**src/cdf_pkg.sv**
```systemverilog
// Purpose: Shared constants for the channel diagnosis flag bank
// Assumes: Core clock of 50 MHz, eight channels, 4-bit registers
// Notes:   All offsets, field positions, reset values and timing counts live here
//
// Operation
// [RL1] Each channel latches its protection outcome in a protection fault flag.
// [RL2] Writing clear-protect-latch as 1 clears all protection fault flags.
// [RL3] Clear-protect-latch returns to 0 on the next valid frame.
// [RL4] Open-load result latched per channel; reading its register clears it.
// [RL5] No open-load diagnosis while a channel is on; flag stays untouched.
// [RL6] Off channel with open-load level sets its flag after 100 to 250 us.
// [RL7] Diagnosis current is enabled only while its enable bit is 1.
// [RL8] Over-temperature sets the protection flag and forces an active channel off.
// [RL9] Over-load switches the channel off within 60 us and sets its flag.
// [RL10] Diagnosis registers are read-only in bank 1; writes leave them alone.
// [RL11] Each diag register holds two channels: faults bits 2,0, open-load bits 3,1.
// [RL12] Protection flag reads 0 normally, 1 after over-load or over-temperature shutdown.
// [RL13] Open-load flag reads 0 normally, 1 after open load while off.
// [RL14] Command register at control address 110, clear-protect-latch at bit 0.
// [RL15] Command register holds soft-reset, standby and wake at bits 1, 2, 3.
// [RL16] A protected channel stays off until the clear-protect-latch command.
// [RL17] Over-temperature sets the protection flag in the off state too.
// [RL18] Diagnosis bank: four registers, 2-bit pointer, apart from eight control registers.
// [RL19] Open-load detection during the clearing read keeps the flag set.

package cdf_pkg;

	// Geometry
	localparam int NUM_CH       = 8;
	localparam int DATA_W       = 4;
	localparam int ADDR_W       = 3;
	localparam int DIAG_PTR_W   = 2;
	localparam int QUAL_CNT_W   = 13;

	// Bank selection
	localparam logic BANK_CONTROL = 1'b0;
	localparam logic BANK_DIAG    = 1'b1;

	// Diagnosis bank offsets
	localparam logic [DIAG_PTR_W-1:0] ADDR_DIAG_STATUS_CH0_1 = 2'h0;
	localparam logic [DIAG_PTR_W-1:0] ADDR_DIAG_STATUS_CH2_3 = 2'h1;
	localparam logic [DIAG_PTR_W-1:0] ADDR_DIAG_STATUS_CH4_5 = 2'h2;
	localparam logic [DIAG_PTR_W-1:0] ADDR_DIAG_STATUS_CH6_7 = 2'h3;

	// Control bank offsets
	localparam logic [ADDR_W-1:0] ADDR_DIAG_CURRENT_CONFIG0 = 3'h4;
	localparam logic [ADDR_W-1:0] ADDR_DIAG_CURRENT_CONFIG1 = 3'h5;
	localparam logic [ADDR_W-1:0] ADDR_COMMAND_REG          = 3'h6;

	// Diagnosis register fields
	localparam int DIAG_PF_LO_BIT = 0;
	localparam int DIAG_OL_LO_BIT = 1;
	localparam int DIAG_PF_HI_BIT = 2;
	localparam int DIAG_OL_HI_BIT = 3;

	// Command register fields
	localparam int CMD_CLEAR_PROTECT_BIT = 0;
	localparam int CMD_SOFT_RESET_BIT    = 1;
	localparam int CMD_STANDBY_BIT       = 2;
	localparam int CMD_WAKE_BIT          = 3;

	// Reset values
	localparam logic [DATA_W-1:0] CMD_RESET    = 4'h0;
	localparam logic [NUM_CH-1:0] DCC_RESET    = 8'h00;
	localparam logic [NUM_CH-1:0] FLAGS_RESET  = 8'h00;
	localparam logic [DATA_W-1:0] RDATA_RESET  = 4'h0;

	// Timing
	localparam int CLK_MHZ                = 50;
	localparam int OPEN_LOAD_QUAL_MIN_US  = 100;
	localparam int OPEN_LOAD_QUAL_MAX_US  = 250;
	localparam int OPEN_LOAD_QUAL_CYCLES  = OPEN_LOAD_QUAL_MIN_US * CLK_MHZ;
	localparam int OVERLOAD_SHUTOFF_MAX_US = 60;
	localparam int OVERLOAD_SHUTOFF_CYCLES = OVERLOAD_SHUTOFF_MAX_US * CLK_MHZ;

endpackage

```
**src/cdf_qual_if.sv**
```systemverilog
// Purpose: Carries off-state and open-load signals between controller and qualifier
// Assumes: One bit per channel
// Notes:   Both modules run on the same core clock

interface cdf_qual_if;

	logic [7:0] off_state;
	logic [7:0] open_load_level;
	logic [7:0] ol_detect;

	modport ctrl (
		output off_state,
		output open_load_level,
		input  ol_detect
	);

	modport qual (
		input  off_state,
		input  open_load_level,
		output ol_detect
	);

endinterface

```
**src/cdf_ol_qual.sv**
```systemverilog
// Purpose: Per-channel open-load qualification timer
// Assumes: Level inputs synchronous to the core clock
// Notes:   Detection stays high while the qualified condition persists

module cdf_ol_qual #(
	parameter int QUAL_CYCLES = cdf_pkg::OPEN_LOAD_QUAL_CYCLES
) (
	// Clock and reset
	input  wire logic  core_clk_in,
	input  wire logic  reset_in,
	// Channel signals
	cdf_qual_if.qual   qual_if
);

	typedef struct packed {
		logic [cdf_pkg::NUM_CH-1:0][cdf_pkg::QUAL_CNT_W-1:0] cnt;
		logic [cdf_pkg::NUM_CH-1:0]                          detect;
	} cdf_qual_state_t;

	localparam logic [cdf_pkg::QUAL_CNT_W-1:0] LAST_CNT =
		cdf_pkg::QUAL_CNT_W'(QUAL_CYCLES - 1);

	cdf_qual_state_t st_q;
	cdf_qual_state_t st_d;

	always_comb begin
		st_d = st_q;
		for (int ch = 0; ch < cdf_pkg::NUM_CH; ch++) begin
			st_d.detect[ch] = 1'b0;
			// Count only while off and the output shows open load
			if (qual_if.off_state[ch] && qual_if.open_load_level[ch]) begin // RL5
				if (st_q.cnt[ch] == LAST_CNT) begin
					st_d.detect[ch] = 1'b1; // RL6
				end else begin
					st_d.cnt[ch] = st_q.cnt[ch] + 1'b1;
				end
			end else begin
				st_d.cnt[ch] = '0;
			end
		end
	end

	always_ff @(posedge core_clk_in or posedge reset_in) begin
		if (reset_in) begin
			st_q <= '0;
		end else begin
			st_q <= st_d;
		end
	end

	assign qual_if.ol_detect = st_q.detect;

endmodule

```
**src/cdf_diag_flags.sv**
```systemverilog
// Purpose: Protection and open-load flag bank with command and diag-current registers
// Assumes: Frame engine delivers one decoded access per valid frame, synchronous to clock
// Notes:   Read data is captured at the access and held until the next read

module cdf_diag_flags #(
	parameter int OL_QUAL_CYCLES = cdf_pkg::OPEN_LOAD_QUAL_CYCLES
) (
	// Clock and reset
	input  wire logic        core_clk_in,
	input  wire logic        reset_in,

	// Decoded register access from frame engine
	input  wire logic        frame_valid_in,
	input  wire logic        reg_write_in,
	input  wire logic        bank_select_in,
	input  wire logic [2:0]  reg_addr_in,
	input  wire logic [3:0]  reg_wdata_in,
	output logic      [3:0]  reg_rdata_out,

	// Channel requests and analog indications
	input  wire logic [7:0]  ch_request_in,
	input  wire logic [7:0]  overload_in,
	input  wire logic [7:0]  overtemp_in,
	input  wire logic [7:0]  open_load_level_in,

	// Channel controls
	output logic      [7:0]  ch_enable_out,
	output logic      [7:0]  diag_current_enable_out,

	// Flag view
	output logic      [7:0]  prot_fault_flag_out,
	output logic      [7:0]  open_load_flag_out,
	output logic      [3:0]  std_diag_out,

	// Command bits; soft-reset, standby and wake handled elsewhere
	output logic             clear_protect_latch_out,
	output logic             soft_reset_out,
	output logic             standby_bit_out,
	output logic             wake_out
);

	typedef struct packed {
		logic [7:0] prot_fault_flag;
		logic [7:0] open_load_flag;
		logic [7:0] ch_enable;
		logic [7:0] diag_current_config;
		logic [3:0] command_reg;
		logic [3:0] rdata;
		logic [3:0] std_diag;
	} cdf_state_t;

	cdf_state_t st_q;
	cdf_state_t st_d;

	cdf_qual_if qual_if ();

	// Pack one diagnosis register from a channel pair
	function automatic logic [3:0] diag_word(
		input logic [7:0] pf,
		input logic [7:0] ol,
		input logic [1:0] ptr
	);
		logic [3:0] w;
		w = '0;
		w[cdf_pkg::DIAG_PF_LO_BIT] = pf[{ptr, 1'b0}]; // RL11
		w[cdf_pkg::DIAG_OL_LO_BIT] = ol[{ptr, 1'b0}]; // RL11
		w[cdf_pkg::DIAG_PF_HI_BIT] = pf[{ptr, 1'b1}]; // RL11
		w[cdf_pkg::DIAG_OL_HI_BIT] = ol[{ptr, 1'b1}]; // RL11
		return w;
	endfunction

	// Mask of the two channels that a diagnosis pointer selects
	function automatic logic [7:0] pair_mask(input logic [1:0] ptr);
		logic [7:0] m;
		m = '0;
		m[{ptr, 1'b0}] = 1'b1;
		m[{ptr, 1'b1}] = 1'b1;
		return m;
	endfunction

	// Open-load qualification timers
	cdf_ol_qual #(
		.QUAL_CYCLES (OL_QUAL_CYCLES)
	) u_ol_qual (
		.core_clk_in (core_clk_in),
		.reset_in    (reset_in),
		.qual_if     (qual_if.qual)
	);

	assign qual_if.off_state       = ~st_q.ch_enable; // RL5
	assign qual_if.open_load_level = open_load_level_in;

	always_comb begin
		logic       wr_ctrl;
		logic       rd_ctrl;
		logic       rd_diag;
		logic       cpl_write;
		logic [1:0] ptr;
		logic [7:0] pf_set;
		logic [7:0] pf_clr;
		logic [7:0] ol_clr;

		st_d      = st_q;
		pf_set    = 8'h00;
		pf_clr    = 8'h00;
		ol_clr    = 8'h00;
		ptr       = reg_addr_in[cdf_pkg::DIAG_PTR_W-1:0];
		wr_ctrl   = frame_valid_in && reg_write_in && (bank_select_in == cdf_pkg::BANK_CONTROL);
		rd_ctrl   = frame_valid_in && !reg_write_in && (bank_select_in == cdf_pkg::BANK_CONTROL);
		// Diagnosis bank answers reads only; writes to it fall through
		rd_diag   = frame_valid_in && !reg_write_in
			&& (bank_select_in == cdf_pkg::BANK_DIAG); // RL10
		cpl_write = wr_ctrl && (reg_addr_in == cdf_pkg::ADDR_COMMAND_REG)
			&& reg_wdata_in[cdf_pkg::CMD_CLEAR_PROTECT_BIT];

		// Protection events: over-temperature in any state, over-load while on
		pf_set = overtemp_in | (overload_in & st_q.ch_enable); // RL8 RL9 RL17
		pf_clr = cpl_write ? 8'hff : 8'h00; // RL2
		st_d.prot_fault_flag = (st_q.prot_fault_flag & ~pf_clr) | pf_set; // RL1 RL12

		// Open-load flags: read clears the pair, a new detection wins
		ol_clr = (rd_diag && (reg_addr_in[2] == 1'b0)) ? pair_mask(ptr) : 8'h00; // RL4 RL18
		// A detection left over from the cycle a channel turns on is dropped
		st_d.open_load_flag = (st_q.open_load_flag & ~ol_clr)
			| (qual_if.ol_detect & ~st_q.ch_enable); // RL4 RL5 RL13 RL19

		// Channel drive: a latched fault keeps the channel off
		st_d.ch_enable = ch_request_in & ~st_d.prot_fault_flag; // RL8 RL9 RL16

		// Control bank writes
		if (wr_ctrl) begin
			case (reg_addr_in)
				cdf_pkg::ADDR_DIAG_CURRENT_CONFIG0: begin
					st_d.diag_current_config[3:0] = reg_wdata_in; // RL7
				end
				cdf_pkg::ADDR_DIAG_CURRENT_CONFIG1: begin
					st_d.diag_current_config[7:4] = reg_wdata_in; // RL7
				end
				cdf_pkg::ADDR_COMMAND_REG: begin
					st_d.command_reg = reg_wdata_in; // RL14 RL15
				end
				default: begin
					st_d.command_reg = st_q.command_reg;
				end
			endcase
		end

		// Clear-protect-latch drops on the next valid frame
		if (frame_valid_in && !cpl_write) begin
			st_d.command_reg[cdf_pkg::CMD_CLEAR_PROTECT_BIT] = 1'b0; // RL3
		end

		// Read data capture
		if (rd_diag) begin
			if (reg_addr_in[2] == 1'b0) begin
				st_d.rdata = diag_word(st_q.prot_fault_flag, st_q.open_load_flag, ptr); // RL11
			end else begin
				st_d.rdata = '0; // RL18
			end
		end else if (rd_ctrl) begin
			case (reg_addr_in)
				cdf_pkg::ADDR_DIAG_CURRENT_CONFIG0: begin
					st_d.rdata = st_q.diag_current_config[3:0];
				end
				cdf_pkg::ADDR_DIAG_CURRENT_CONFIG1: begin
					st_d.rdata = st_q.diag_current_config[7:4];
				end
				cdf_pkg::ADDR_COMMAND_REG: begin
					st_d.rdata = st_q.command_reg; // RL14
				end
				default: begin
					st_d.rdata = '0;
				end
			endcase
		end

		// Standard diagnosis summary, one bit per channel pair
		for (int p = 0; p < 4; p++) begin
			st_d.std_diag[p] = st_q.prot_fault_flag[2*p] | st_q.prot_fault_flag[2*p+1];
		end
	end

	always_ff @(posedge core_clk_in or posedge reset_in) begin
		if (reset_in) begin
			st_q.prot_fault_flag     <= cdf_pkg::FLAGS_RESET;
			st_q.open_load_flag      <= cdf_pkg::FLAGS_RESET;
			st_q.ch_enable           <= cdf_pkg::FLAGS_RESET;
			st_q.diag_current_config <= cdf_pkg::DCC_RESET;
			st_q.command_reg         <= cdf_pkg::CMD_RESET;
			st_q.rdata               <= cdf_pkg::RDATA_RESET;
			st_q.std_diag            <= cdf_pkg::RDATA_RESET;
		end else begin
			st_q <= st_d;
		end
	end

	// Outputs straight from flip-flops
	assign reg_rdata_out           = st_q.rdata;
	assign ch_enable_out           = st_q.ch_enable;
	assign diag_current_enable_out = st_q.diag_current_config; // RL7
	assign prot_fault_flag_out     = st_q.prot_fault_flag;
	assign open_load_flag_out      = st_q.open_load_flag;
	assign std_diag_out            = st_q.std_diag;
	assign clear_protect_latch_out = st_q.command_reg[cdf_pkg::CMD_CLEAR_PROTECT_BIT];
	assign soft_reset_out          = st_q.command_reg[cdf_pkg::CMD_SOFT_RESET_BIT]; // RL15
	assign standby_bit_out         = st_q.command_reg[cdf_pkg::CMD_STANDBY_BIT]; // RL15
	assign wake_out                = st_q.command_reg[cdf_pkg::CMD_WAKE_BIT]; // RL15

endmodule

```
**config.mk**
```make
export PLATFORM = sky130hd
export DESIGN_NAME = cdf_diag_flags
export DESIGN_NICKNAME = d
export VERILOG_FILES = /design/src/cdf_pkg.sv /design/src/cdf_qual_if.sv /design/src/cdf_ol_qual.sv /design/src/cdf_diag_flags.sv
export SDC_FILE = /design/constraint.sdc
export NUM_CORES = 1
export LEC_CHECK = 0
export ABC_AREA = 0
export CAP_MARGIN = 20
export CORE_MARGIN = 10
export CORE_UTILIZATION = 42
export DETAILED_ROUTE_END_ITERATION = 8
export DONT_BUFFER_PORTS = 1
export PLACE_DENSITY = 0.65
export SYNTH_ARGS = -nofsm -noshare
export SYNTH_HDL_FRONTEND = slang
export SYNTH_SLANG_ARGS = --single-unit
```
**constraint.sdc**
```tcl
create_clock -name core_clk_in -period 5.5 [get_ports core_clk_in]
set_input_delay 0.275 -clock core_clk_in [delete_from_list [all_inputs] [get_ports core_clk_in]]
set_output_delay 0.275 -clock core_clk_in [all_outputs]
set_load 0.005 [all_outputs]
```
==> out/results.ini <==
[yosys]
ys_warn_count=0
synthTopCellsByArea=dfrtp_1 (54%), xnor2_1 (6.1%), nor2_1 (5.4%)
synth_cells=703
ys_seq_area_share_pct=54.09
synth_common_cells=dfrtp_1 (156), nor2_1 (103), nand2_1 (60), xnor2_1 (50), inv_1 (37)
ys_ff_latch=156
synth_top_area_cell=dfrtp_1
ys_types=48
async_reset_ff_share_pct=100.0
avgSynthCellArea_um2=10.27
synth_top_flop_cell=dfrtp_1
synth_most_common_cell=dfrtp_1
yosysTopAreaCellShare_pct=54.09
synth_edf_count=0
synth_fp_nets=755
netlist_area_mm2=0.007217

[setup_path]
worstSetupStartpointType=flip-flop
r2r-end=u_ol_qual.st_q[48]
endpoint_kind=flip-flop
crit_type=flip-flop to flip-flop
worstPathArrival_ns=2.24
critical_path_required_ns=5.79
ff2ff_path_depth=4
cp_max_fo=5
rr_startpoint=u_ol_qual.st_q[57]
r2r_setup_slack_ns=3.55
critPathCapture=u_ol_qual.st_q[48]
crit_start=u_ol_qual.st_q[57]

[floorplanning]
core_mm2=0.01670
die_y_um=151.1
ioPinCount=88
initial_core_util_pct=43.21
rows=47
die-area_mm2=0.02283
die_w_um=151.1

[sta]
setup_violations=0
relSlewSlack_pct=36.51
rsz0062_at_grt=no
final_max_slew_viol_count=0
hold_viol=0
period_share_pct=35.40
fmax_mhz=513.7
fin_crit_ns=1.947
fin_tns_setup_ns=0
tightest_slew_ns=0.9523
skew_ns=0.006193

[grt]
grt_max_degree=108
grt_pass1_vias=5253
grt_pass1_wl_mm=27.83
antenna_found_initial=1
grt.overflow.total=0
track_usage_pct=15.62

[layout]
antenna_cells=0
syn2layout_area_growth_pct=14.32
fill_cells=1533
drive_gt1_share_pct=8.491
stdcell_count=962
layout.nets=781
stdcell_area_mm2=0.008250
final_util_pct=49.40

[route]
num_vias=5254
wl_per_cell_um=17.68
routed_via_density=5.462
post-route-drc-count=0
drt_wl_total_mm=17.00
drt-pass1-iter-count=5
drtIter0Drc=309
drtAntennaViolNets=0

[clock_network]
cts_tree=done
cts_max_level=4
postCtsSetupBuffers=0
clock_latency_ns=0.43
cts.sinks=156
path_clk_slew_ns=0.06
cts_buffers=17
cts_root_buf=clkbuf_16
clock_path_buffers=2

[placement]
dp_hpwl_mm=12.29
placed_area_mm2=0.007420
placed_cells=906
place_congestion=0.8912
port_buffers=0

[hold_path]
hold_path_class=input pin to flip-flop

[run]
maxCapViolCount=0

[power]
fin_total_pwr_w=0.002526
leakagePower_nw=3.452
peakVddDrop_uv=228.6
cellPowerDensity_mw_per_mm2=306.2

[outcome]
status=completed

-- cell usage in the layout (no fill, tap or decap), types with 14 or more instances in the layout --
cell type	instances
a21oi_1	23
clkbuf_16	17
dfrtp_1	156
dlygate4sd3_1	23
inv_1	36
nand2_1	60
nand3_1	21
nand4_1	22
nor2_1	103
nor3_1	30
o21ai_0	21
or3_1	23
xnor2_1	50
xor2_1	14
-- routing by layer --
layer	vias up	track usage (%)	share of wire (%)
li1	2495	-	-
met1	2622	20.09	43
met2	113	23.42	47
met3	22	5.489	7.3
met4	2	6.593	2.3
met5	-	0	0.076
-- how the worst min path moves through the flow --
stage / startpoint / to / slack, ns / cells past startpoint
detailed placement: ch_request_in[2] / ch_enable_out[2] / 0.38 / 2
global placement: ch_request_in[7] / ch_enable_out[7] / 0.38 / 2
finish: overload_in[7] / prot_fault_flag_out[7] / 0.02 / 1
global route: overload_in[5] / prot_fault_flag_out[5] / 0.02 / 1
CTS: overload_in[7] / prot_fault_flag_out[7] / 0.009 / 1
floorplan: ch_request_in[0] / ch_enable_out[0] / 0.38 / 2
-- area by class of cell --
type	count	area (um2)	area share [%]
Clock inverter	15	167.7	2.032
Timing Repair Buffer	26	255.2	3.094
Multi-Input combinational cell	491	3079	37.32
Clock buffer	17	425.4	5.156
Tap cell	220	275.3	3.336
Sequential cell	156	3904	47.32
Inverter	37	143.9	1.744
-- flip-flops by register name (all words and copies together) (netlist names) --
name,count
diag_current_enable_out,8
prot_fault_flag_out,8
u_ol_qual.qual_if.ol_detect,8
clear_protect_latch_out,1
ch_enable_out,8
reg_rdata_out,4
open_load_flag_out,8
u_ol_qual.st_q,104
standby_bit_out,1
std_diag_out,4
wake_out,1
soft_reset_out,1
-- kinds of logic after synthesis --
kind of cell / after synthesis / synth area share (%)
and+or+nand+nor: 310 / 21.24
buffers and inverters: 56 / 3.259
adders and majority gates: 8 / 1.387
xor gates and xnor gates: 64 / 7.767
muxes: 28 / 4.768
AOI/OAI and AO/OA: 81 / 7.490
DFF: 156 / 54.09
-- critical path: stages, from the launching register on --
cell and delay, ns:
dfrtp_1 0.40, or4b_1 0.52, or4_1 0.64, mux2i_1 0.21, nor2_1 0.05
-- per-stage QoR --
step / setup slack, ns / hold WS [ns]
global placement: 3.256 / 0.3835
CTS: 3.554 / 0.008667
detailed placement: 3.443 / 0.3849
global route: 3.440 / 0.01881
finish: 3.553 / 0.02433
floorplan: 1.018 / 0.3812
-- report_power, final --
group | total [W] | switching [W] | internal, W
Combinational | 0.000127 | 0.0000707 | 0.0000562
Clock | 0.00116 | 0.000491 | 0.000674
Sequential | 0.00123 | 0.0000499 | 0.00118
Total | 0.00253 | 0.000612 | 0.00191
-- what timing repair did --
item	in CTS	in global routing
endpoints found under the hold margin	135	0
gates resized for setup	0	0
hold buffers	23	0
(Power assumes the default switching activity.)
